### src/hdl/osc_pkg.sv
// Shared constants and types for the oscillator select and tuning block
package osc_pkg;
  // Register addresses on the plain register port
  localparam logic [11:0] OSC_TRIM_ADDR = 12'hf9b; // Tuning register
  localparam logic [11:0] OSC_CTRL_ADDR = 12'hfd3; // Control register
  localparam int OSC_ADDR_W = 12; // Register port address width
  localparam int OSC_DATA_W = 8; // Register port data width

  // Tuning register field positions
  localparam int TRIM_LSB = 0; // Frequency trim, bits 5:0
  localparam int TRIM_W = 6; // Trim width
  localparam int MULT_BIT = 6; // Multiplier enable
  localparam int LFSRC_BIT = 7; // Low-frequency source select

  // Control register field positions
  localparam int SCS_LSB = 0; // System clock select, bits 1:0
  localparam int UNIMP_BIT = 2; // Unimplemented, reads one
  localparam int STS_BIT = 3; // Start-up timer done
  localparam int IFS_LSB = 4; // Internal frequency select, bits 6:4
  localparam int IDLE_BIT = 7; // Idle on sleep

  // Reset values
  localparam logic [7:0] TRIM_RST = 8'h00; // Tuning register
  localparam logic [2:0] IFS_RST = 3'h6; // 4 MHz setting
  localparam logic [1:0] SCS_RST = 2'h0; // Primary source
  localparam logic IDLE_RST = 1'b0; // Full sleep

  // System clock select codes
  localparam logic [1:0] SCS_PRIMARY = 2'h0; // Primary clock source
  localparam logic [1:0] SCS_SECONDARY = 2'h1; // Timer1 oscillator
  localparam logic [1:0] SCS_RESERVED = 2'h2; // Reserved
  localparam logic [1:0] SCS_INTERNAL = 2'h3; // Postscaled internal clock

  // Internal frequency select codes
  localparam logic [2:0] IFS_8MHZ = 3'h7; // Undivided fast oscillator
  localparam logic [2:0] IFS_31KHZ = 3'h0; // Low-frequency source

  // Oscillator configuration codes that route primary to the postscaler
  localparam logic [2:0] OSC_CFG_INT_A = 3'h0; // Internal oscillator mode
  localparam logic [2:0] OSC_CFG_INT_B = 3'h1; // Internal oscillator mode
  // Secondary oscillator configuration code for digital input mode
  localparam logic [1:0] SEC_CFG_DIGITAL = 2'h2;

  // Switch pause: cycles of the old and the new source
  localparam logic [1:0] OLD_CYCLES = 2'h2; // Old source cycles
  localparam logic [1:0] NEW_CYCLES = 2'h3; // New source cycles before resync
  localparam int NUM_SRC = 4; // Source vector width, indexed by select code

  // Clock switch states
  typedef enum logic [3:0] {
    SW_RUN = 4'b0001, // Output follows current source
    SW_DRAIN = 4'b0010, // Counting old source cycles
    SW_WAIT = 4'b0100, // Counting new source cycles
    SW_SYNC = 4'b1000 // Waiting for new source low
  } osc_sw_state_t;
endpackage

### src/hdl/osc_sw_if.sv
// Carrier between the control logic and the glitch-free clock switch
interface osc_sw_if;
  import osc_pkg::*;
  logic [NUM_SRC-1:0] src_lvl; // Sampled level of each candidate source
  logic [1:0] target; // Requested source, never the reserved code
  logic [1:0] cur; // Source currently on the output
  logic busy; // Switch pause in progress
  logic clk_out; // Gated system clock
  modport ctrl (output src_lvl, output target, input cur, input busy, input clk_out);
  modport sw (input src_lvl, input target, output cur, output busy, output clk_out);
endinterface

### src/hdl/osc_glitch_switch.sv
// Glitch-free switch between the sampled clock sources
module osc_glitch_switch
  import osc_pkg::*;
(
  input wire logic clk, // Block clock
  input wire logic rst_n, // Synchronised reset, active low
  osc_sw_if.sw sw // Source levels in, gated clock out
);
  osc_sw_state_t state_reg; // Switch state
  logic [NUM_SRC-1:0] prev_reg; // Previous source levels, for edges
  logic [1:0] cur_reg; // Source on the output
  logic [1:0] nxt_reg; // Source being switched to
  logic [1:0] cnt_reg; // Edge counter
  logic out_reg; // Registered output clock
  logic old_fall; // Falling edge on the old source
  logic new_rise; // Rising edge on the new source

  assign old_fall = prev_reg[cur_reg] & ~sw.src_lvl[cur_reg];
  assign new_rise = ~prev_reg[nxt_reg] & sw.src_lvl[nxt_reg];

  // Edge history of every source
  always_ff @(posedge clk or negedge rst_n) begin
    if (!rst_n) begin
      prev_reg <= '0;
    end else begin
      prev_reg <= sw.src_lvl;
    end
  end

  // pause two old falling edges plus three new rising edges, then new source low
  always_ff @(posedge clk or negedge rst_n) begin
    if (!rst_n) begin
      state_reg <= SW_RUN;
      cur_reg <= SCS_RST;
      nxt_reg <= SCS_RST;
      cnt_reg <= 2'h0;
    end else begin
      case (state_reg)
        SW_RUN: begin
          // A new target latches; later changes wait for the next switch
          if (sw.target != cur_reg) begin
            nxt_reg <= sw.target;
            cnt_reg <= 2'h0;
            state_reg <= SW_DRAIN;
          end
        end
        SW_DRAIN: begin
          if (old_fall) begin
            if (cnt_reg == OLD_CYCLES - 2'h1) begin
              cnt_reg <= 2'h0;
              state_reg <= SW_WAIT;
            end else begin
              cnt_reg <= cnt_reg + 2'h1;
            end
          end
        end
        SW_WAIT: begin
          if (new_rise) begin
            if (cnt_reg == NEW_CYCLES - 2'h1) begin
              state_reg <= SW_SYNC;
            end else begin
              cnt_reg <= cnt_reg + 2'h1;
            end
          end
        end
        SW_SYNC: begin
          // Resume only from a low level so the first pulse is whole
          if (!sw.src_lvl[nxt_reg]) begin
            cur_reg <= nxt_reg;
            state_reg <= SW_RUN;
          end
        end
        default: begin
          state_reg <= SW_RUN;
        end
      endcase
    end
  end

  // output follows the old source until its second falling edge, then held low to the end of the pause
  always_ff @(posedge clk or negedge rst_n) begin
    if (!rst_n) begin
      out_reg <= 1'b0;
    end else if (state_reg == SW_RUN || state_reg == SW_DRAIN) begin
      // Old source keeps running until its second falling edge
      out_reg <= sw.src_lvl[cur_reg] & ~(state_reg == SW_DRAIN && old_fall && cnt_reg == OLD_CYCLES - 2'h1);
    end else begin
      out_reg <= 1'b0;
    end
  end

  assign sw.cur = cur_reg;
  assign sw.busy = (state_reg != SW_RUN);
  assign sw.clk_out = out_reg;
endmodule

### src/hdl/osc_select_top.sv
// Oscillator tuning, internal postscaler and system clock selection
module osc_select_top
  import osc_pkg::*;
(
  input wire logic REF_CLK_IN, // Block clock, 40 MHz
  input wire logic RESETN_IN, // Asynchronous reset, active low
  input wire logic [OSC_ADDR_W-1:0] ADDR_IN, // Register address
  input wire logic [OSC_DATA_W-1:0] WDATA_IN, // Register write data
  input wire logic WR_IN, // Write strobe
  input wire logic RD_IN, // Read strobe
  output logic [OSC_DATA_W-1:0] RDATA_OUT, // Read data, cycle after strobe
  input wire logic CFG_MULTIPLIER_ENABLE_IN, // Configuration multiplier enable
  input wire logic SECONDARY_OSC_ENABLE_IN, // Timer1 oscillator enable
  input wire logic [1:0] SECONDARY_OSC_CONFIG_IN, // Secondary oscillator mode
  input wire logic [2:0] OSC_CONFIG_SELECT_IN, // Oscillator configuration
  input wire logic TWO_SPEED_IN, // Two-speed start-up enabled
  input wire logic PRIMARY_READY_IN, // Start-up timer expired, primary runs
  input wire logic FAST_INTERNAL_OSC_IN, // Fast internal oscillator level
  input wire logic SLOW_INTERNAL_OSC_IN, // Slow internal oscillator level
  input wire logic SECONDARY_OSC_IN, // Timer1 oscillator level
  input wire logic CPU_DIVIDER_IN, // CPU divider output level
  input wire logic SLEEP_IN, // Sleep instruction pulse
  output logic SYS_CLK_OUT, // Gated system clock
  output logic SWITCH_BUSY_OUT, // Clock switch in progress
  output logic [1:0] ACTIVE_SOURCE_OUT, // Source on the system clock
  output logic MULTIPLIER_ON_OUT, // Frequency multiplier running
  output logic [TRIM_W-1:0] FREQ_TRIM_OUT, // Raw signed trim code
  output logic [TRIM_W-1:0] TRIM_LEVEL_OUT, // Monotonic trim level
  output logic INTERNAL_CLK_OUT, // Postscaled internal clock
  output logic IDLE_ENTER_OUT, // Pulse: enter idle mode
  output logic SLEEP_ENTER_OUT // Pulse: enter full sleep
);
  // Reset release
  logic rst_meta_reg; // First synchroniser stage
  logic rst_n_reg; // Synchronised reset, active low

  // Tuning register fields
  logic low_freq_source_select; // Low-frequency source select
  logic multiplier_enable; // Multiplier enable
  logic [TRIM_W-1:0] freq_trim; // Signed frequency trim
  logic [7:0] osc_trim_reg; // Tuning register image

  // Control register fields
  logic idle_on_sleep; // Idle on sleep
  logic [2:0] internal_freq_select; // Internal frequency select
  logic startup_timer_done; // Start-up status
  logic [1:0] system_clock_select; // System clock select
  logic strap_done_reg; // Start-up strap already taken
  logic [7:0] osc_control_reg; // Control register image

  // Postscaler
  logic fast_prev_reg; // Previous fast oscillator level
  logic [7:0] pscale_cnt_reg; // Ripple count of fast edges
  logic int_clk; // Selected postscaler tap
  logic primary_clk; // Primary source after configuration mux

  // Bus decode
  logic wr_trim; // Write hits tuning register
  logic wr_ctrl; // Write hits control register
  logic [1:0] scs_wr; // Select field after the secondary guard
  logic [OSC_DATA_W-1:0] rdata_reg; // Registered read data

  // Sleep outputs
  logic idle_pulse_reg; // Idle entry pulse
  logic sleep_pulse_reg; // Sleep entry pulse

  osc_sw_if sw_if (); // Carrier to the clock switch

  // Offset binary turns the signed trim into a rising level
  function automatic logic [TRIM_W-1:0] trim_level(input logic [TRIM_W-1:0] code);
    trim_level = {~code[TRIM_W-1], code[TRIM_W-2:0]};
  endfunction

  // Only legal select codes may be handed to the switch
  function automatic logic [1:0] legal_target(input logic [1:0] scs, input logic [1:0] keep);
    legal_target = (scs == SCS_RESERVED) ? keep : scs;
  endfunction

  // Reset is applied at once but released through two flops
  always_ff @(posedge REF_CLK_IN or negedge RESETN_IN) begin
    if (!RESETN_IN) begin
      rst_meta_reg <= 1'b0;
      rst_n_reg <= 1'b0;
    end else begin
      rst_meta_reg <= 1'b1;
      rst_n_reg <= rst_meta_reg;
    end
  end

  // Address decode; the two strobes never coincide
  assign wr_trim = WR_IN && (ADDR_IN == OSC_TRIM_ADDR);
  assign wr_ctrl = WR_IN && (ADDR_IN == OSC_CTRL_ADDR);

  always_comb begin
    scs_wr = WDATA_IN[SCS_LSB +: 2];
    if (scs_wr == SCS_SECONDARY && !SECONDARY_OSC_ENABLE_IN && SECONDARY_OSC_CONFIG_IN != SEC_CFG_DIGITAL) begin
      // Keep the previous select; the rest of the byte still lands
      scs_wr = system_clock_select;
    end
  end

  // Tuning register, all bits writable
  always_ff @(posedge REF_CLK_IN or negedge rst_n_reg) begin
    if (!rst_n_reg) begin
      low_freq_source_select <= TRIM_RST[LFSRC_BIT];
      multiplier_enable <= TRIM_RST[MULT_BIT];
      freq_trim <= TRIM_RST[TRIM_LSB +: TRIM_W];
    end else if (wr_trim) begin
      low_freq_source_select <= WDATA_IN[LFSRC_BIT];
      multiplier_enable <= WDATA_IN[MULT_BIT];
      freq_trim <= WDATA_IN[TRIM_LSB +: TRIM_W];
    end
  end

  // frequency field resets to 4 MHz
  always_ff @(posedge REF_CLK_IN or negedge rst_n_reg) begin
    if (!rst_n_reg) begin
      idle_on_sleep <= IDLE_RST;
      internal_freq_select <= IFS_RST;
      system_clock_select <= SCS_RST;
    end else if (wr_ctrl) begin
      idle_on_sleep <= WDATA_IN[IDLE_BIT];
      internal_freq_select <= WDATA_IN[IFS_LSB +: 3];
      // a changed select starts a switch, except the reserved code, which is stored but not switched to
      system_clock_select <= scs_wr;
    end
  end

  // strap picks the start-up bit after release
  always_ff @(posedge REF_CLK_IN or negedge rst_n_reg) begin
    if (!rst_n_reg) begin
      strap_done_reg <= 1'b0;
      startup_timer_done <= 1'b0;
    end else if (!strap_done_reg) begin
      // Strap is a level, so it is caught by the clock, not the reset
      strap_done_reg <= 1'b1;
      startup_timer_done <= ~TWO_SPEED_IN;
    end else begin
      // status tracks the primary ready level
      startup_timer_done <= PRIMARY_READY_IN;
    end
  end

  // Register images as software reads them
  assign osc_trim_reg = {low_freq_source_select, multiplier_enable, freq_trim};
  // bit two is a constant one
  assign osc_control_reg = {idle_on_sleep, internal_freq_select, startup_timer_done, 1'b1, system_clock_select};

  // Read data stand for one cycle only; unmapped reads return zero
  always_ff @(posedge REF_CLK_IN or negedge rst_n_reg) begin
    if (!rst_n_reg) begin
      rdata_reg <= 8'h00;
    end else if (RD_IN && ADDR_IN == OSC_TRIM_ADDR) begin
      rdata_reg <= osc_trim_reg;
    end else if (RD_IN && ADDR_IN == OSC_CTRL_ADDR) begin
      rdata_reg <= osc_control_reg;
    end else begin
      rdata_reg <= 8'h00;
    end
  end

  // Count rising edges of the fast oscillator for the divided taps
  always_ff @(posedge REF_CLK_IN or negedge rst_n_reg) begin
    if (!rst_n_reg) begin
      fast_prev_reg <= 1'b0;
      pscale_cnt_reg <= 8'h00;
    end else begin
      fast_prev_reg <= FAST_INTERNAL_OSC_IN;
      if (FAST_INTERNAL_OSC_IN && !fast_prev_reg) begin
        pscale_cnt_reg <= pscale_cnt_reg + 8'h01;
      end
    end
  end

  always_comb begin
    case (internal_freq_select)
      IFS_8MHZ: int_clk = FAST_INTERNAL_OSC_IN; // Undivided
      3'h6: int_clk = pscale_cnt_reg[0]; // Divide by 2
      3'h5: int_clk = pscale_cnt_reg[1]; // Divide by 4
      3'h4: int_clk = pscale_cnt_reg[2]; // Divide by 8
      3'h3: int_clk = pscale_cnt_reg[3]; // Divide by 16
      3'h2: int_clk = pscale_cnt_reg[4]; // Divide by 32
      3'h1: int_clk = pscale_cnt_reg[5]; // Divide by 64
      IFS_31KHZ: begin
        // fast divided by 256 or slow
        int_clk = low_freq_source_select ? pscale_cnt_reg[7] : SLOW_INTERNAL_OSC_IN;
      end
      default: int_clk = FAST_INTERNAL_OSC_IN;
    endcase
  end

  assign primary_clk = (OSC_CONFIG_SELECT_IN == OSC_CFG_INT_A || OSC_CONFIG_SELECT_IN == OSC_CFG_INT_B)
    ? int_clk : CPU_DIVIDER_IN;

  // source vector indexed by select code
  assign sw_if.src_lvl = {int_clk, 1'b0, SECONDARY_OSC_IN, primary_clk};
  assign sw_if.target = legal_target(system_clock_select, sw_if.cur);

  osc_glitch_switch u_switch (
    .clk(REF_CLK_IN),
    .rst_n(rst_n_reg),
    .sw(sw_if.sw)
  );

  // sleep instruction enters idle or sleep
  always_ff @(posedge REF_CLK_IN or negedge rst_n_reg) begin
    if (!rst_n_reg) begin
      idle_pulse_reg <= 1'b0;
      sleep_pulse_reg <= 1'b0;
    end else begin
      idle_pulse_reg <= SLEEP_IN & idle_on_sleep;
      sleep_pulse_reg <= SLEEP_IN & ~idle_on_sleep;
    end
  end

  // software keeps 8 or 4 MHz here
  assign MULTIPLIER_ON_OUT = multiplier_enable | CFG_MULTIPLIER_ENABLE_IN;
  // signed trim mapped to monotonic level
  assign TRIM_LEVEL_OUT = trim_level(freq_trim);
  assign FREQ_TRIM_OUT = freq_trim;
  assign INTERNAL_CLK_OUT = int_clk;
  assign RDATA_OUT = rdata_reg;
  assign SYS_CLK_OUT = sw_if.clk_out;
  assign SWITCH_BUSY_OUT = sw_if.busy;
  assign ACTIVE_SOURCE_OUT = sw_if.cur;
  assign IDLE_ENTER_OUT = idle_pulse_reg;
  assign SLEEP_ENTER_OUT = sleep_pulse_reg;
endmodule

### config.mk
export PLATFORM = sky130hd
export DESIGN_NAME = osc_select_top
export DESIGN_NICKNAME = d
export VERILOG_FILES = /design/src/hdl/osc_pkg.sv /design/src/hdl/osc_sw_if.sv /design/src/hdl/osc_glitch_switch.sv /design/src/hdl/osc_select_top.sv
export SDC_FILE = /design/constraint.sdc
export NUM_CORES = 1
export LEC_CHECK = 0
export BUFFER_PORTS_ARGS = -buffer_cell sky130_fd_sc_hd__clkbuf_2
export CORE_ASPECT_RATIO = 2
export CORE_MARGIN = 2
export CORE_UTILIZATION = 31
export CTS_BUF_LIST = sky130_fd_sc_hd__clkbuf_16
export CTS_CLUSTER_DIAMETER = 50
export DETAILED_ROUTE_END_ITERATION = 8
export PLACE_DENSITY = 0.53
export SLEW_MARGIN = 20
export SYNTH_ARGS = -nofsm -noshare
export SYNTH_HDL_FRONTEND = slang
export SYNTH_HIERARCHICAL = 1
export SYNTH_SLANG_ARGS = --single-unit
### constraint.sdc
create_clock -name REF_CLK_IN -period 2.68 [get_ports REF_CLK_IN]
set_clock_uncertainty 0.2 [all_clocks]
set_input_delay 0.268 -clock REF_CLK_IN [delete_from_list [all_inputs] [get_ports REF_CLK_IN]]
set_output_delay 0.268 -clock REF_CLK_IN [all_outputs]
set_load 0.005 [all_outputs]
; Word level (Yosys, flattened, before mapping)
; Index checks and enable logic that the tools add are counted.
[classes]
addsub = 2
magnitude_cmp = 2
eq_ne = 28
n_mux = 29
n_bitwise = 14
reduce_logical = 21
[op_table]
columns = op, n
row1 = 12-bit equality test (second input constant), 2
row2 = 4-bit 2-to-1 mux, 6
row3 = 8-bit 2-to-1 mux, 2
row4 = 4-bit case mux with 4 select lines, 1
row5 = 3-bit equality test (second input constant), 4
row6 = 2-bit 2-to-1 mux, 6
row7 = 2-bit by 1-bit != test with 1-bit output (second input constant), 5
row8 = 1-bit logical AND, 9
row9 = 8-bit by 1-bit adder with 8-bit output (second input constant), 1
row10 = 1-bit binary-select mux with 2-bit select, 4
row11 = 1-bit 2-to-1 mux, 8
row12 = 1-bit NOT, 8
row13 = 1-bit case mux with 8 select lines, 1
row14 = 3-bit by 1-bit equality test with 1-bit output (second input constant), 2
row15 = 3-bit by 2-bit equality test with 1-bit output (second input constant), 2
row16 = 3-bit logical NOT, 2
row17 = 2-bit by 3-bit < comparator with 1-bit output (second input constant), 2
row18 = 2-bit != test (second input constant), 3
row19 = 2-bit case mux with 3 select lines, 1
row20 = 2-bit AND reduction, 3
row21 = 6-bit AND reduction, 1
row22 = 1-bit bitwise AND, 5
row23 = 5-bit AND reduction, 1
row24 = 2-bit by 1-bit equality test with 1-bit output (second input constant), 2
row25 = other kinds (12), 15
[totals]
reg_bits = 51
word_cells = 117

; Logic depth before layout (Yosys ltp)
; Gate-level depths: netlist of run 1.
[logic_depth]
word_depth = 12
ltp_mapped = 9
mapped_depth_nobuf = 9

; Cells and area by module
; The synthesis of run 1 kept the hierarchy.
[by_module_without_submodules]
columns = mod, n_inst, cells_per_inst, area_each_um2, seq_area_each_um2
row1 = osc_select_top, 1, 134, 1701.6, 928.4
row2 = osc_glitch_switch, 1, 64, 800.8, 376.6

; Least setup slack after synthesis of run 1
; No wires, ideal clock.
[synth_timing]
path_kind = reg-to-reg
from = register internal_freq_select[0]
to = register u_switch.cnt_reg[1]
setup_ns = 0.128
arrival_time_ns = 2.494
required_time_ns = 2.352
slack_ns = -0.142
path_stages_with_launch = 10
n_path_buf = 0
synth_period_minus_slack_ns = 2.822
cell_sequence = dfrtp_1 > mux2_2 > nand3b_1 > nand4_2 > mux2_4 > mux4_2 > nor2b_1 > nor2_1 > nor3_2 > mux2_1
[synth_via]
elab_chain_cells = 9
[synth_lines]
columns = element, line
row1 = "start, declared", osc_select_top.sv:45  ; logic [2:0] internal_freq_select;
row2 = "start signal, assigned", osc_select_top.sv:123  ; internal_freq_select <= WDATA_IN[IFS_LSB +: 3];
row3 = 3-bit by 1-bit equality test with 1-bit output (tied with other cells), osc_select_top.sv:176  ; case (internal_freq_select)
row4 = 1-bit case mux with 8 select lines (*), osc_select_top.sv:176
row5 = named net INTERNAL_CLK_OUT, osc_select_top.sv:29  ; output logic INTERNAL_CLK_OUT,
row6 = 1-bit 2-to-1 mux (*), osc_select_top.sv:193  ; ? int_clk : CPU_DIVIDER_IN;
row7 = named net primary_clk, osc_select_top.sv:55  ; logic primary_clk;
row8 = 1-bit binary-select mux with 2-bit select, osc_glitch_switch.sv:18  ; assign old_fall = prev_reg[cur_reg] & ~sw.src_lvl[cur_reg];
row9 = 1-bit 2-to-1 mux (implied by the code), osc_glitch_switch.sv:18
row10 = 1-bit NOT, osc_glitch_switch.sv:18
row11 = 1-bit bitwise AND, osc_glitch_switch.sv:18
row12 = 2-bit by 1-bit != test with 1-bit output (no source line), -
row13 = 5-bit AND reduction (no source line) (*), -
row14 = "end signal, assigned", osc_glitch_switch.sv:53  ; cnt_reg <= cnt_reg + 2'h1;
row15 = "end signal, assigned", osc_glitch_switch.sv:62  ; cnt_reg <= cnt_reg + 2'h1;
row16 = "end, declared", osc_glitch_switch.sv:13  ; logic [1:0] cnt_reg;
; Mark *: on every way through the listed nets, which the timed path passes. The rest lies on a longest branch. The select of a mux whose other input is x is not followed.
; A chain may end at the register's enable or synchronous reset.

; Worst setup path in the final report of run 1
[layout_timing]
from = register low_freq_source_select
to = register u_switch.cnt_reg[1]
[layout_via]
elab_chain_cells = 9
[layout_lines]
columns = element, line
row1 = "start, declared", osc_select_top.sv:38  ; logic low_freq_source_select;
row2 = "start signal, assigned", osc_select_top.sv:105  ; low_freq_source_select <= TRIM_RST[LFSRC_BIT];
row3 = "start signal, assigned", osc_select_top.sv:109  ; low_freq_source_select <= WDATA_IN[LFSRC_BIT];
row4 = 1-bit 2-to-1 mux (*), osc_select_top.sv:186  ; int_clk = low_freq_source_select ? pscale_cnt_reg[7] : SLOW_INTERNAL_OSC_IN;
row5 = 1-bit case mux with 8 select lines (*), osc_select_top.sv:176
row6 = 1-bit 2-to-1 mux (*), osc_select_top.sv:193
row7 = named net primary_clk, osc_select_top.sv:55
row8 = 1-bit binary-select mux with 2-bit select, osc_glitch_switch.sv:18
row9 = 1-bit 2-to-1 mux (implied by the code), osc_glitch_switch.sv:18
row10 = 1-bit NOT, osc_glitch_switch.sv:18
row11 = 1-bit bitwise AND, osc_glitch_switch.sv:18
row12 = 2-bit by 1-bit != test with 1-bit output (no source line), -
row13 = 5-bit AND reduction (no source line) (*), -
; Marked as above.

==> results.md, run 1 <==
* Status: finished, violations left
* Violated checks: setup timing
* Antenna Cells at 0
* Global route total overflow at 0
* Top delay family on crit path: multiplexers
* Wire per inst at 14.5 um
* Vias in the first global route at 1733
* Worst EP required at 2.66 ns
* Overall Global Routing Usage at 0.134
* Maxcap violations at 0
* Worst setup startpoint: low_freq_source_select
* # IOs at 66
* Initial Util at 0.317
* CP Buf/Inv Count at 0
* Post-synth EDFFs at 0
* Share of layout cells above drive strength 1 at 0.451
* Worst-margin pin slew at 0.702 ns
* Fin. Hold Viols at 0
* Final ANT Viol Nets at 0
* Cell row count at 46
* # H-tree levels at 2
* Routed vias/inst at 4.64
* P_int at 0.00149 W
* First-pass GRT wire length at 8.71 mm
* DPL Wire Length at 4.08 mm
* VDD IR max at 0.346 mV
* Chip Width at 67.5 um
* Area Overhead vs Synth at 30.2%
* Final WS setup at -0.147 ns
* Detailed Routing Iterations Pass 1 at 4
* Die area at 8850 um^2
* Worst min-delay path startpoint: WDATA_IN[2]
* Syn Std Cell Area at 2500 um^2
* Distinct cell type count after synthesis at 49
* Syn Inst Count at 198
* Cell mode on critical path: mux2_4
* Worst-path clk slew at 0.07 ns
* Vias at 1765
* Initial antenna violation count at 0
* Critical Path Start Type: flop
* Setup TNS at -0.290 ns
* Final setup viols at 4
* Core ar. at 7890 um^2
* PortBufs at 64
* Yosys top cell area share at 0.490
* Pre-CTS WS at -0.0835 ns
* Fin crit share at 1.05
* Max Root-Sink Buffers at 2
* Switching Power at 0.000477 W
* Commonest non-fill, non-tap cell in the layout: clkbuf_2
* Sequential share of power at 0.456
* Most frequent cells in the layout: clkbuf_2 (64), dfrtp_1 (47), mux2_4 (18)
* Comb power frac at 0.180
* PnR Total Power at 0.00197 W
* Synth area leaders: dfrtp_1 (49%), mux2_4 (8.4%), mux2_2 (3.6%), dfstp_2 (3.2%), mux4_2 (2.7%)
* Clk_lat worst skew at 0.29 ns
* WL final at 5.49 mm
* Worst R2R Start: low_freq_source_select
* Max frequency at 354 MHz
* Pin count of the biggest net entering global routing at 51
* Crit-path slowest cell: mux4_2
* Fin nets at 325
* Sequential share of the synthesized area at 0.522
* Syn_area_per_cell at 12.6 um^2
* Die height at 131 um
* FFs w/ async S/R, synth at 1.00
* Clk Tree Root Cell: clkbuf_16
* Final instance area at 3260 um^2
* Initial drt markers at 43
* Num CTS Buffers at 5
* Switching Fraction at 0.242
* CTS tree: built
* Worst-path maximum fanout at 3
* Placed cell areas at 3000 um^2
* Critical path class: flop to flop
* Leak pwr at 1.59 nW
* Synth Register Bits at 52
* Slew margin rel. at 0.531
* Placer Congestion at 0.807
* Slowest stage delay, CP at 0.49 ns
* Worst-path cell chain: mux2_4 > o211ai_1 > nand4_2 > mux2_4 > mux4_2 > nor2b_4 > nor2_2 > nor3_2 > mux2_1
* Main synth FF type: dfrtp_1
* Fin crit period at 2.83 ns
* Hold Crit Class: primary input to flop
* Drt drc at 0
* Max Transition Viols Final at 0
* Yosys warns at 6
* Pwr/cell area at 605 nW/um^2
* Area leader, netlist: dfrtp_1
* RSZ-0062 raised after global routing: true
* Clk sinks at 52
* Clock share of power at 0.364
* Crit end category: flop
* Worst EP arrival at 2.80 ns
cells by family (layout without fill, tap and decap cells):
| family | count (synthesis) | count (layout) | share of synthesized area |
|---|---|---|---|
| xor+xnor | 9 | 9 | 0.0315 |
| mux | 30 | 30 | 0.168 |
| buf+inv | 17 | 100 | 0.0400 |
| fa+ha+maj | 4 | 4 | 0.0200 |
| flops | 52 | 52 | 0.522 |
| other cells | 2 | 5 | 0.00300 |
| compound gates | 23 | 23 | 0.0635 |
| simple gates | 61 | 61 | 0.152 |
per-stage QoR:
stage	util	hold slack, ns	cells
after global placement	0.380	-0.145	364
after floorplan	-	-0.228	201
after CTS	0.411	0.00325	379
after detailed placement	0.380	-0.145	364
after global routing	0.413	0.0124	380
final	0.413	0.00919	380
path summary, 6_finish.rpt:
kind | end | slack [ns] | cells after the start
setup / recovery | u_switch/cnt_reg[1] | -0.15 | 9
hold / removal | FREQ_TRIM_OUT[2] | 0.009 | 2
setup reg to reg | u_switch/cnt_reg[1] | -0.15 | 9
hold reg to reg | strap_done_reg | 0.16 | 1
max in group asynchronous | internal_freq_select[0] | 1.65 | 1
min in group asynchronous | rst_meta_reg | 0.10 | 2
layer usage:
| layer | routed length [um] | vias to the layer above | GRT usage |
|---|---|---|---|
| met5 | 0 | - | 0 |
| met4 | 132 | 0 | 0.0672 |
| met3 | 220 | 8 | 0.0273 |
| li1 | - | 859 | - |
| met2 | 2940 | 48 | 0.224 |
| met1 | 2190 | 850 | 0.160 |
power groups by stage:
| stage | Combinational, W | Sequential (W) | Clock (W) |
|---|---|---|---|
| global route | 0.000399 | 0.000905 | 0.000777 |
| floorplan | 0.000172 | 0.000928 | 0 |
| detailed placement | 0.000345 | 0.000914 | 0 |
| global placement | 0.000341 | 0.000915 | 0 |
| CTS | 0.000361 | 0.000900 | 0.000746 |
| finish | 0.000355 | 0.000899 | 0.000717 |
cell usage after synthesis, types with 4 or more instances:
library cell   n
mux2_4        14
nor2_1        15
nor2b_1        4
ha_1           4
a21oi_1        5
xnor2_1        6
nand3_1        4
mux2_2         8
nand2b_1       4
inv_1          8
buf_4          5
nand2_1        9
dfrtp_1       49
a22oi_1        7
area by class of cell:
cell class	instances	area (um^2)
clock inverter	3	38.8
multi-input combinational	132	1150
clock buffer	5	125
sequential	52	1310
fill	763	4630
inverter	8	30.0
tap	96	120
timing repair buffer	84	488
what timing repair did:
| action | 4_1_cts | 5_1_grt |
|---|---|---|
| endpoints found under the setup margin | 4 | 4 |
| gates resized for setup | 3 | 3 |
| hold buffers | 7 | 0 |
| cloned | 0 | 0 |
| pin swaps | 0 | 1 |
| hold endpoints to repair | 7 | 0 |
| setup buffers | 0 | 1 |
(Power assumes the default switching activity.)
==> inputs of run 2 (changes only) <==
--- a/config.mk
+++ b/config.mk
@@ -5,6 +5,7 @@
 export SDC_FILE = /design/constraint.sdc
 export NUM_CORES = 1
 export LEC_CHECK = 0
+export ABC_AREA = 1
 export BUFFER_PORTS_ARGS = -buffer_cell sky130_fd_sc_hd__clkbuf_2
 export CORE_ASPECT_RATIO = 2
 export CORE_MARGIN = 2
@@ -12,7 +13,7 @@
 export CTS_BUF_LIST = sky130_fd_sc_hd__clkbuf_16
 export CTS_CLUSTER_DIAMETER = 50
 export DETAILED_ROUTE_END_ITERATION = 8
-export PLACE_DENSITY = 0.53
+export PLACE_DENSITY = 0.52
 export SLEW_MARGIN = 20
 export SYNTH_ARGS = -nofsm -noshare
 export SYNTH_HDL_FRONTEND = slang
==> constraint.sdc (replaced) <==
create_clock -name REF_CLK_IN -period 3.6 [get_ports REF_CLK_IN]
set_clock_uncertainty 0.2 [all_clocks]
set_input_delay 0.36 -clock REF_CLK_IN [delete_from_list [all_inputs] [get_ports REF_CLK_IN]]
set_output_delay 0.36 -clock REF_CLK_IN [all_outputs]
set_load 0.005 [all_outputs]
==> run 2 against run 1 <==
Compared with the run above: the flow now finishes without violations; synthesized cell count grew 69%; critical path depth grew 8; sequential cell count is the same; die area grew 8.0%; area after synthesis grew 8.3%; combinational power shrank 50%; global-route usage grew 0.16 points; clock power shrank 32%; core utilization shrank 2.8 points.
==> results.md, run 2 <==
* Leak pwr at 1.79 nW (+12%)
* Worst EP required at 3.58 ns (+0.92 ns)
* Fin crit share at 0.695
* M1 WL at 2.37 mm (+8.1%)
* Met3 wire len at 239 um (+8.6%)
* Xor and xnor area share after synthesis at 0.0226 (-0.00889)
* Clk_lat worst skew at 0.30 ns (about the same)
* Max frequency at 399 MHz
* Area Overhead vs Synth at 21.9%
* Clk Tree Root Cell: clkbuf_16
* Commonest non-fill, non-tap cell in the layout: nand2_1
* Placer Congestion at 0.799 (-1.1%)
* Top layer in use: met4
* PortBufs at 64 (unchanged)
* Cts-stage hold buffer count at 3 (-4)
* Pwr/cell area at 413 nW/um^2 (-32%)
* Distinct cell type count after synthesis at 30 (-39%)
* Fin nets at 448 (+38%)
* Synth Register Bits at 52 (unchanged)
* Switching Power at 0.000384 W (-19%)
* Crit-path slowest cell: dlygate4sd3_1
* Most instantiated library cell after synthesis: nand2_1
* Vias in the first global route at 2197 (+27%)
* Clk sinks at 52 (unchanged)
* Initial drt markers at 69 (+60%)
* Hold depth at 2 (unchanged)
* Drt drc at 0 (unchanged)
* Core ar. at 8590 um^2 (+8.9%)
* Chip Width at 70.1 um (+3.9%)
* Maxcap violations at 0 (unchanged)
* Placed cell areas at 3120 um^2 (+4.3%)
* Dpl cells at 496 (+36%)
* Routed vias/inst at 4.46 (-4.0%)
* Yosys top cell area share at 0.452 (-0.0378)
* Clock share of power at 0.360 (-0.004)
* Cell mode on critical path: nand2_1
* PnR Total Power at 0.00136 W (-31%)
* Area leader, netlist: dfrtp_1
* Largest family of logic cells by synthesized area: simple AND/OR/NAND/NOR gates
* P_int at 0.000980 W (-34%)
* Critical path class: primary input to flop
* Sequential share of power at 0.509 (+0.053)
* Num CTS Buffers at 5 (unchanged)
* Switching Fraction at 0.282 (+0.0400)
* Critical Path Start Type: primary input
* Most frequent cells in the layout: nand2_1 (109), clkbuf_2 (64), dfrtp_1 (48)
* Top delay family on crit path: simple AND/OR/NAND/NOR gates
* # H-tree levels at 2 (unchanged)
* Worst-path cell chain: dlygate4sd3_1 > clkbuf_2 > inv_1 > a21oi_1 > nand2_1 > nand2_1 > nand2_1 > nand2_1 > nand2_2 > nand2_1 > nand2_1 > nand2_2 > nand2_2 > a21oi_4 > nand2_2 > nand2_1 > nand2_1
* Worst min-delay path startpoint: TWO_SPEED_IN
* # fillers at 918 (+20%)
* Reg2reg setup slack at 1.14 ns (+1.29 ns)
* Final instance area at 3300 um^2 (+1.4%)
* CTS tree: built
* Post-synth EDFFs at 0 (unchanged)
* Final setup viols at 0 (-4)
* Initial Util at 0.316 (-0.00165)
* Setup TNS at 0 ns (+0.290 ns)
* DPL Wire Length at 4.81 mm (+18%)
* CP Buf/Inv Count at 3 (+3)
* WL final at 6.07 mm (+10%)
* Cell row count at 48 (+4.3%)
* Post-synthesis mux area share at 0.00415 (-0.164)
* Main synth FF type: dfrtp_1
* First-pass GRT wire length at 10.1 mm (+16%)
* Reg-to-Reg End: u_switch/cnt_reg[1]
* Max Root-Sink Buffers at 2 (unchanged)
* Worst r2r path cells at 17 (+8)
* Hold EP: startup_timer_done
* Worst-path clk slew at 0.08 ns (about the same)
* Die height at 136 um (+4.0%)
* Routed met2 length at 3.29 mm (+12%)
* Post-synthesis simple-gate area fraction at 0.310 (+0.157)
* Fin crit period at 2.50 ns
* Share of layout cells above drive strength 1 at 0.273 (-0.178)
* Antenna Cells at 0 (unchanged)
* Final ANT Viol Nets at 0 (unchanged)
* # IOs at 66 (unchanged)
* Comb power frac at 0.131 (-0.049)
* Detailed Routing Iterations Pass 1 at 4 (unchanged)
* RSZ-0062 raised after global routing: false
* Max Transition Viols Final at 0 (unchanged)
* Yosys warns at 6 (unchanged)
* FFs w/ async S/R, synth at 1.00 (unchanged)
* Worst-margin pin slew at 0.875 ns (+0.173 ns)
* Initial antenna violation count at 0 (unchanged)
* VDD IR max at 0.293 mV (-15%)
* Status: finished clean
* Post-synthesis compound-gate area fraction at 0.0752 (+0.0117)
* Die area at 9560 um^2 (+8.0%)
* Worst R2R Start: internal_freq_select[1]
* Wire per inst at 12.0 um (-17%)
* Post_cts resized at 0 (-3)
* Worst-path maximum fanout at 6 (+3)
* Syn Std Cell Area at 2710 um^2 (+8.3%)
* Final std cells w/o fill at 507 (+33%)
* Slew margin rel. at 0.417 (-0.114)
* Pin count of the biggest net entering global routing at 40 (-22%)
* Fin. Hold Viols at 0 (unchanged)
* Syn Inst Count at 334 (+69%)
* Overall Global Routing Usage at 0.136 (+0.00160)
* Sequential share of the synthesized area at 0.481 (-0.0402)
* Post-Synth Adder-Cell Area at 0.0185 (-0.00154)
* Syn_area_per_cell at 8.12 um^2 (-36%)
* Vias at 2261 (+28%)
* Slowest stage delay, CP at 0.53 ns (+0.04 ns)
* Global route total overflow at 0 (unchanged)
* Synth area leaders: dfrtp_1 (45%), nand2_1 (15%), inv_1 (6.0%), nand3_1 (4.8%), dfstp_2 (2.9%)
* Hold Crit Class: primary input to flop
* Top cells by count, synth: nand2_1 (109), dfrtp_1 (49), inv_1 (43), nand3_1 (26), nor2_1 (17)
* Worst EP arrival at 2.48 ns (-0.32 ns)
* Post-CTS Repair Setup Buffers at 0 (unchanged)
* Crit end category: flop
==> run 2: cell types whose count changed in the layout (fill, tap and decap cells not counted), moves of 8 or more <==
cell | before | now
nand3_1 | 4 | 26
mux2_4 | 18 | 0
o21ai_2 | 0 | 8
o21ai_0 | 2 | 12
nand2_1 | 9 | 109
buf_4 | 13 | 1
inv_1 | 9 | 43
==> run 2: cells by family (layout without fill, tap and decap cells) <==
family                     Yosys count  in the layout
other                                2              6
muxes                                1              1
xor gates and xnor gates             7              7
and+or+nand+nor                    184            184
AOI/OAI and AO/OA                   30             30
DFF                                 52             52
adders and majority gates            4              4
buffers and inverters               54            123
==> run 2: per-layer routing <==
layer,vias up,global-route usage
li1,1182,-
met1,1012,0.150
met2,56,0.247
met3,11,0.0267
met4,0,0.0641
met5,-,0
==> run 2: layout make-up <==
class	count	area, um^2	share of cell area
clock inverters	3	25.0	0.00757
clock buffers	5	125	0.0379
well taps	100	125	0.0379
multi-input cells	232	1190	0.360
flip-flops and latches	52	1310	0.395
repair buffers	68	358	0.108
inverters	47	176	0.0534
==> run 2: worst max path at each step <==
stage	cells past startpoint	end	startpoint	slack, ns
floorplan	17	u_switch/cnt_reg[1]	internal_freq_select[1]	1.54
global placement	17	u_switch/state_reg[2]	internal_freq_select[1]	1.12
detailed placement	17	u_switch/state_reg[2]	internal_freq_select[1]	1.11
CTS	17	u_switch/cnt_reg[1]	FAST_INTERNAL_OSC_IN	1.07
global route	17	u_switch/cnt_reg[1]	internal_freq_select[1]	0.82
finish	17	u_switch/cnt_reg[1]	FAST_INTERNAL_OSC_IN	1.10
==> run 2: power by group through the flow <==
stage	Combinational [W]	Sequential [W]	Clock [W]
6_report	0.000179	0.000695	0.000490
5_1_grt	0.000206	0.000705	0.000528
4_1_cts	0.000181	0.000697	0.000509
3_5_place_dp	0.000179	0.000706	0
3_3_place_gp	0.000174	0.000705	0
2_1_floorplan	0.000122	0.000691	0
==> run 2: worst reg2reg max path, delay by kind of cell, from the launching register on <==
| family | cells | cell delay, ns |
|---|---|---|
| flops | 1 | 0.59 |
| buf+inv | 1 | 0.08 |
| simple gates | 15 | 1.29 |
| compound gates | 1 | 0.20 |
==> run 2: through the flow <==
stage	setup WS [ns]	utilization	hold WS, ns
after floorplan	1.54	-	-0.136
after global placement	1.12	0.364	-0.0540
after detailed placement	1.11	0.364	-0.0506
after CTS	1.07	0.385	0.0403
after global routing	0.823	0.385	0.0482
final	1.10	0.385	0.0467
==> inputs of run 3 (changes only) <==
--- a/config.mk
+++ b/config.mk
@@ -13,7 +13,7 @@
 export CTS_BUF_LIST = sky130_fd_sc_hd__clkbuf_16
 export CTS_CLUSTER_DIAMETER = 50
 export DETAILED_ROUTE_END_ITERATION = 8
-export PLACE_DENSITY = 0.52
+export PLACE_DENSITY = 0.54
 export SLEW_MARGIN = 20
 export SYNTH_ARGS = -nofsm -noshare
 export SYNTH_HDL_FRONTEND = slang
==> constraint.sdc (replaced) <==
create_clock -name REF_CLK_IN -period 2.21 [get_ports REF_CLK_IN]
set_clock_uncertainty 0.2 [all_clocks]
set_input_delay 0.221 -clock REF_CLK_IN [delete_from_list [all_inputs] [get_ports REF_CLK_IN]]
set_output_delay 0.221 -clock REF_CLK_IN [all_outputs]
set_load 0.005 [all_outputs]
==> run 3 against run 2 <==
Compared with the run above: the run now ends with hold timing left; hold slack worse by 0.051 ns; power up 70%; critical path depth unchanged; cell area grew 6.3%; global-route usage increased by 0.083 points; largest cell class unchanged; count of clock-buffer cells in the layout unchanged; cell count is 2.8% higher; clock power rose by 78%; sequential share of layout area fell by 2.4 points; register-to-register slack worse by 1.1 ns; die area unchanged.
==> results.md, run 3 (synthesis results as in run 2) <==
* Core ar. at 8590 um^2 (unchanged)
* Die height at 136 um (unchanged)
* Final ANT Viol Nets at 0 (unchanged)
* Vias in the first global route at 2248 (+2.3%)
* Switching Power at 0.000610 W (+59%)
* Worst min-delay path startpoint: WDATA_IN[5]
* WL final at 6.27 mm (+3.4%)
* Clk Tree Root Cell: clkbuf_16
* Critical Path Start Type: flop
* # H-tree levels at 2 (unchanged)
* Comb power frac at 0.142 (+0.011)
* Placer Congestion at 0.909 (+14%)
* P_int at 0.00171 W (+75%)
* Status: finished, violations left
* Switching Fraction at 0.262 (-0.0194)
* Violated checks: hold timing
* Pin count of the biggest net entering global routing at 51 (+28%)
* Fin crit share at 0.973
* Max frequency at 465 MHz
* Wire per inst at 12.0 um (+0.62%)
* Post-CTS Repair Setup Buffers at 0 (unchanged)
* Worst-margin pin slew at 0.656 ns (-0.219 ns)
* Worst-path clk slew at 0.07 ns (about the same)
* Critical path class: flop to flop
* PortBufs at 64 (unchanged)
* Most frequent cells in the layout: nand2_1 (99), clkbuf_2 (64), dfrtp_1 (48)
* CTS tree: built
* Hold slack final at -0.00428 ns (-0.0510 ns)
* Initial drt markers at 79 (+14%)
* Initial antenna violation count at 0 (unchanged)
* Max Root-Sink Buffers at 2 (unchanged)
* Fin nets at 462 (+3.1%)
* VDD IR max at 0.511 mV (+74%)
* Clock share of power at 0.376 (+0.016)
* Worst EP required at 2.19 ns (-1.39 ns)
* Detailed Routing Iterations Pass 1 at 4 (unchanged)
* Antenna Cells at 0 (unchanged)
* Drt drc at 0 (unchanged)
* Sequential share of power at 0.482 (-0.027)
* Initial Util at 0.316 (unchanged)
* Max Transition Viols Final at 0 (unchanged)
* Vias at 2356 (+4.2%)
* Worst setup startpoint: internal_freq_select[1]
* Overall Global Routing Usage at 0.137 (+0.000834)
* Die area at 9560 um^2 (unchanged)
* DPL Wire Length at 4.78 mm (-0.50%)
* Worst R2R Start: internal_freq_select[1]
* Hold Crit Class: primary input to flop
* Routed vias/inst at 4.52 (+1.4%)
* Chip Width at 70.1 um (unchanged)
* RSZ-0062 raised after global routing: true
* Slew margin rel. at 0.563 (+0.146)
* Commonest non-fill, non-tap cell in the layout: nand2_1
* # fillers at 896 (-2.4%)
* Fin crit period at 2.15 ns
* Crit end category: flop
* # IOs at 66 (unchanged)
* Fin. Hold Viols at 1 (+1)
* Maxcap violations at 0 (unchanged)
* Num CTS Buffers at 5 (unchanged)
* Leak pwr at 1.87 nW (+4.9%)
* Pwr/cell area at 661 nW/um^2 (+60%)
* First-pass GRT wire length at 10.2 mm (+0.88%)
* Global route total overflow at 0 (unchanged)
* Worst-path maximum fanout at 6 (unchanged)
* Final WS setup at 0.0607 ns (-1.04 ns)
* Worst EP arrival at 2.13 ns (-0.35 ns)
* Clk_lat worst skew at 0.29 ns (about the same)
* Area Overhead vs Synth at 29.6%
* Clk sinks at 52 (unchanged)
* Share of layout cells above drive strength 1 at 0.314 (+0.0408)
* Pre-CTS WS at -0.0132 ns (-1.12 ns)
* Cell row count at 48 (unchanged)
* Final setup viols at 0 (unchanged)
-- run 3: changes by cell type in the layout (fill, tap and decap cells not counted), moves of 2 or more --
cell	change
inv_6	-2
nand3_2	+4
inv_2	+3
inv_1	-2
dlygate4sd3_1	+10
buf_4	+3
nand3_1	-4
nand2_1	-10
nand2_2	+9
-- run 3: routing by layer --
| layer | track usage | wire length (um) |
|---|---|---|
| met1 | 0.145 | 2380 |
| met2 | 0.255 | 3500 |
| met3 | 0.0222 | 203 |
| met4 | 0.0716 | 184 |
| met5 | 0 | 0 |
-- run 3: cell type report --
type / instances / area, um^2 / area share
well taps: 100 / 125 / 0.0356
clock inverters: 3 / 38.8 / 0.0110
clock buffers: 5 / 125 / 0.0356
inverters: 47 / 176 / 0.0502
multi-input cells: 232 / 1250 / 0.356
repair buffers: 82 / 492 / 0.140
flip-flops and latches: 52 / 1310 / 0.372
-- run 3: path summary, 6_finish.rpt --
kind | endpoint | slack (ns) | cells after the start
max | u_switch/cnt_reg[1] | 0.06 | 17
min | FREQ_TRIM_OUT[5] | -0.004 | 3
max reg2reg | u_switch/cnt_reg[1] | 0.06 | 17
min reg2reg | rst_n_reg | 0.15 | 0
max in group asynchronous | u_switch/sw.cur[1] | 1.19 | 1
min in group asynchronous | rst_n_reg | 0.04 | 2
-- run 3: what timing repair did --
item | CTS | global route
hold buffers | 13 | 0
pin swaps | 1 | 15
setup endpoints to repair | 3 | 8
endpoints found under the hold margin | 15 | 0
gates resized for setup | 2 | 20
-- run 3: critical path, stage by stage (launching register included) --
cell,delay [ns]
dfstp_2,0.59
inv_2,0.06
nand2_1,0.05
nor2_1,0.03
nand2_1,0.05
nand2_1,0.04
nor2_1,0.12
nand2_2,0.08
nand2_1,0.08
nand2_2,0.07
nand2_1,0.08
nand3_2,0.06
nand2_2,0.09
nand2_4,0.08
a21oi_4,0.16
nand2_2,0.07
nand2_1,0.06
nand2_1,0.06
-- run 3: power by group through the flow --
stage | Clock (W) | Sequential, W | Combinational [W]
3_3_place_gp | 0 | 0.00114 | 0.000298
2_1_floorplan | 0 | 0.00113 | 0.000199
6_report | 0.000874 | 0.00112 | 0.000330
5_1_grt | 0.000934 | 0.00113 | 0.000375
4_1_cts | 0.000902 | 0.00112 | 0.000328
3_5_place_dp | 0 | 0.00113 | 0.000306
-- run 3: metrics by stage --
stage / total power (W) / std cells / cell area (um^2) / setup TNS, ns / utilization
2_1_floorplan: 0.00132 / 338 / 2730 / 0 / -
3_3_place_gp: 0.00143 / 500 / 3150 / 0 / 0.367
3_5_place_dp: 0.00144 / 500 / 3150 / -0.0132 / 0.367
4_1_cts: 0.00235 / 521 / 3460 / 0 / 0.403
5_1_grt: 0.00244 / 521 / 3510 / -0.412 / 0.409
6_report: 0.00232 / 521 / 3510 / 0 / 0.409
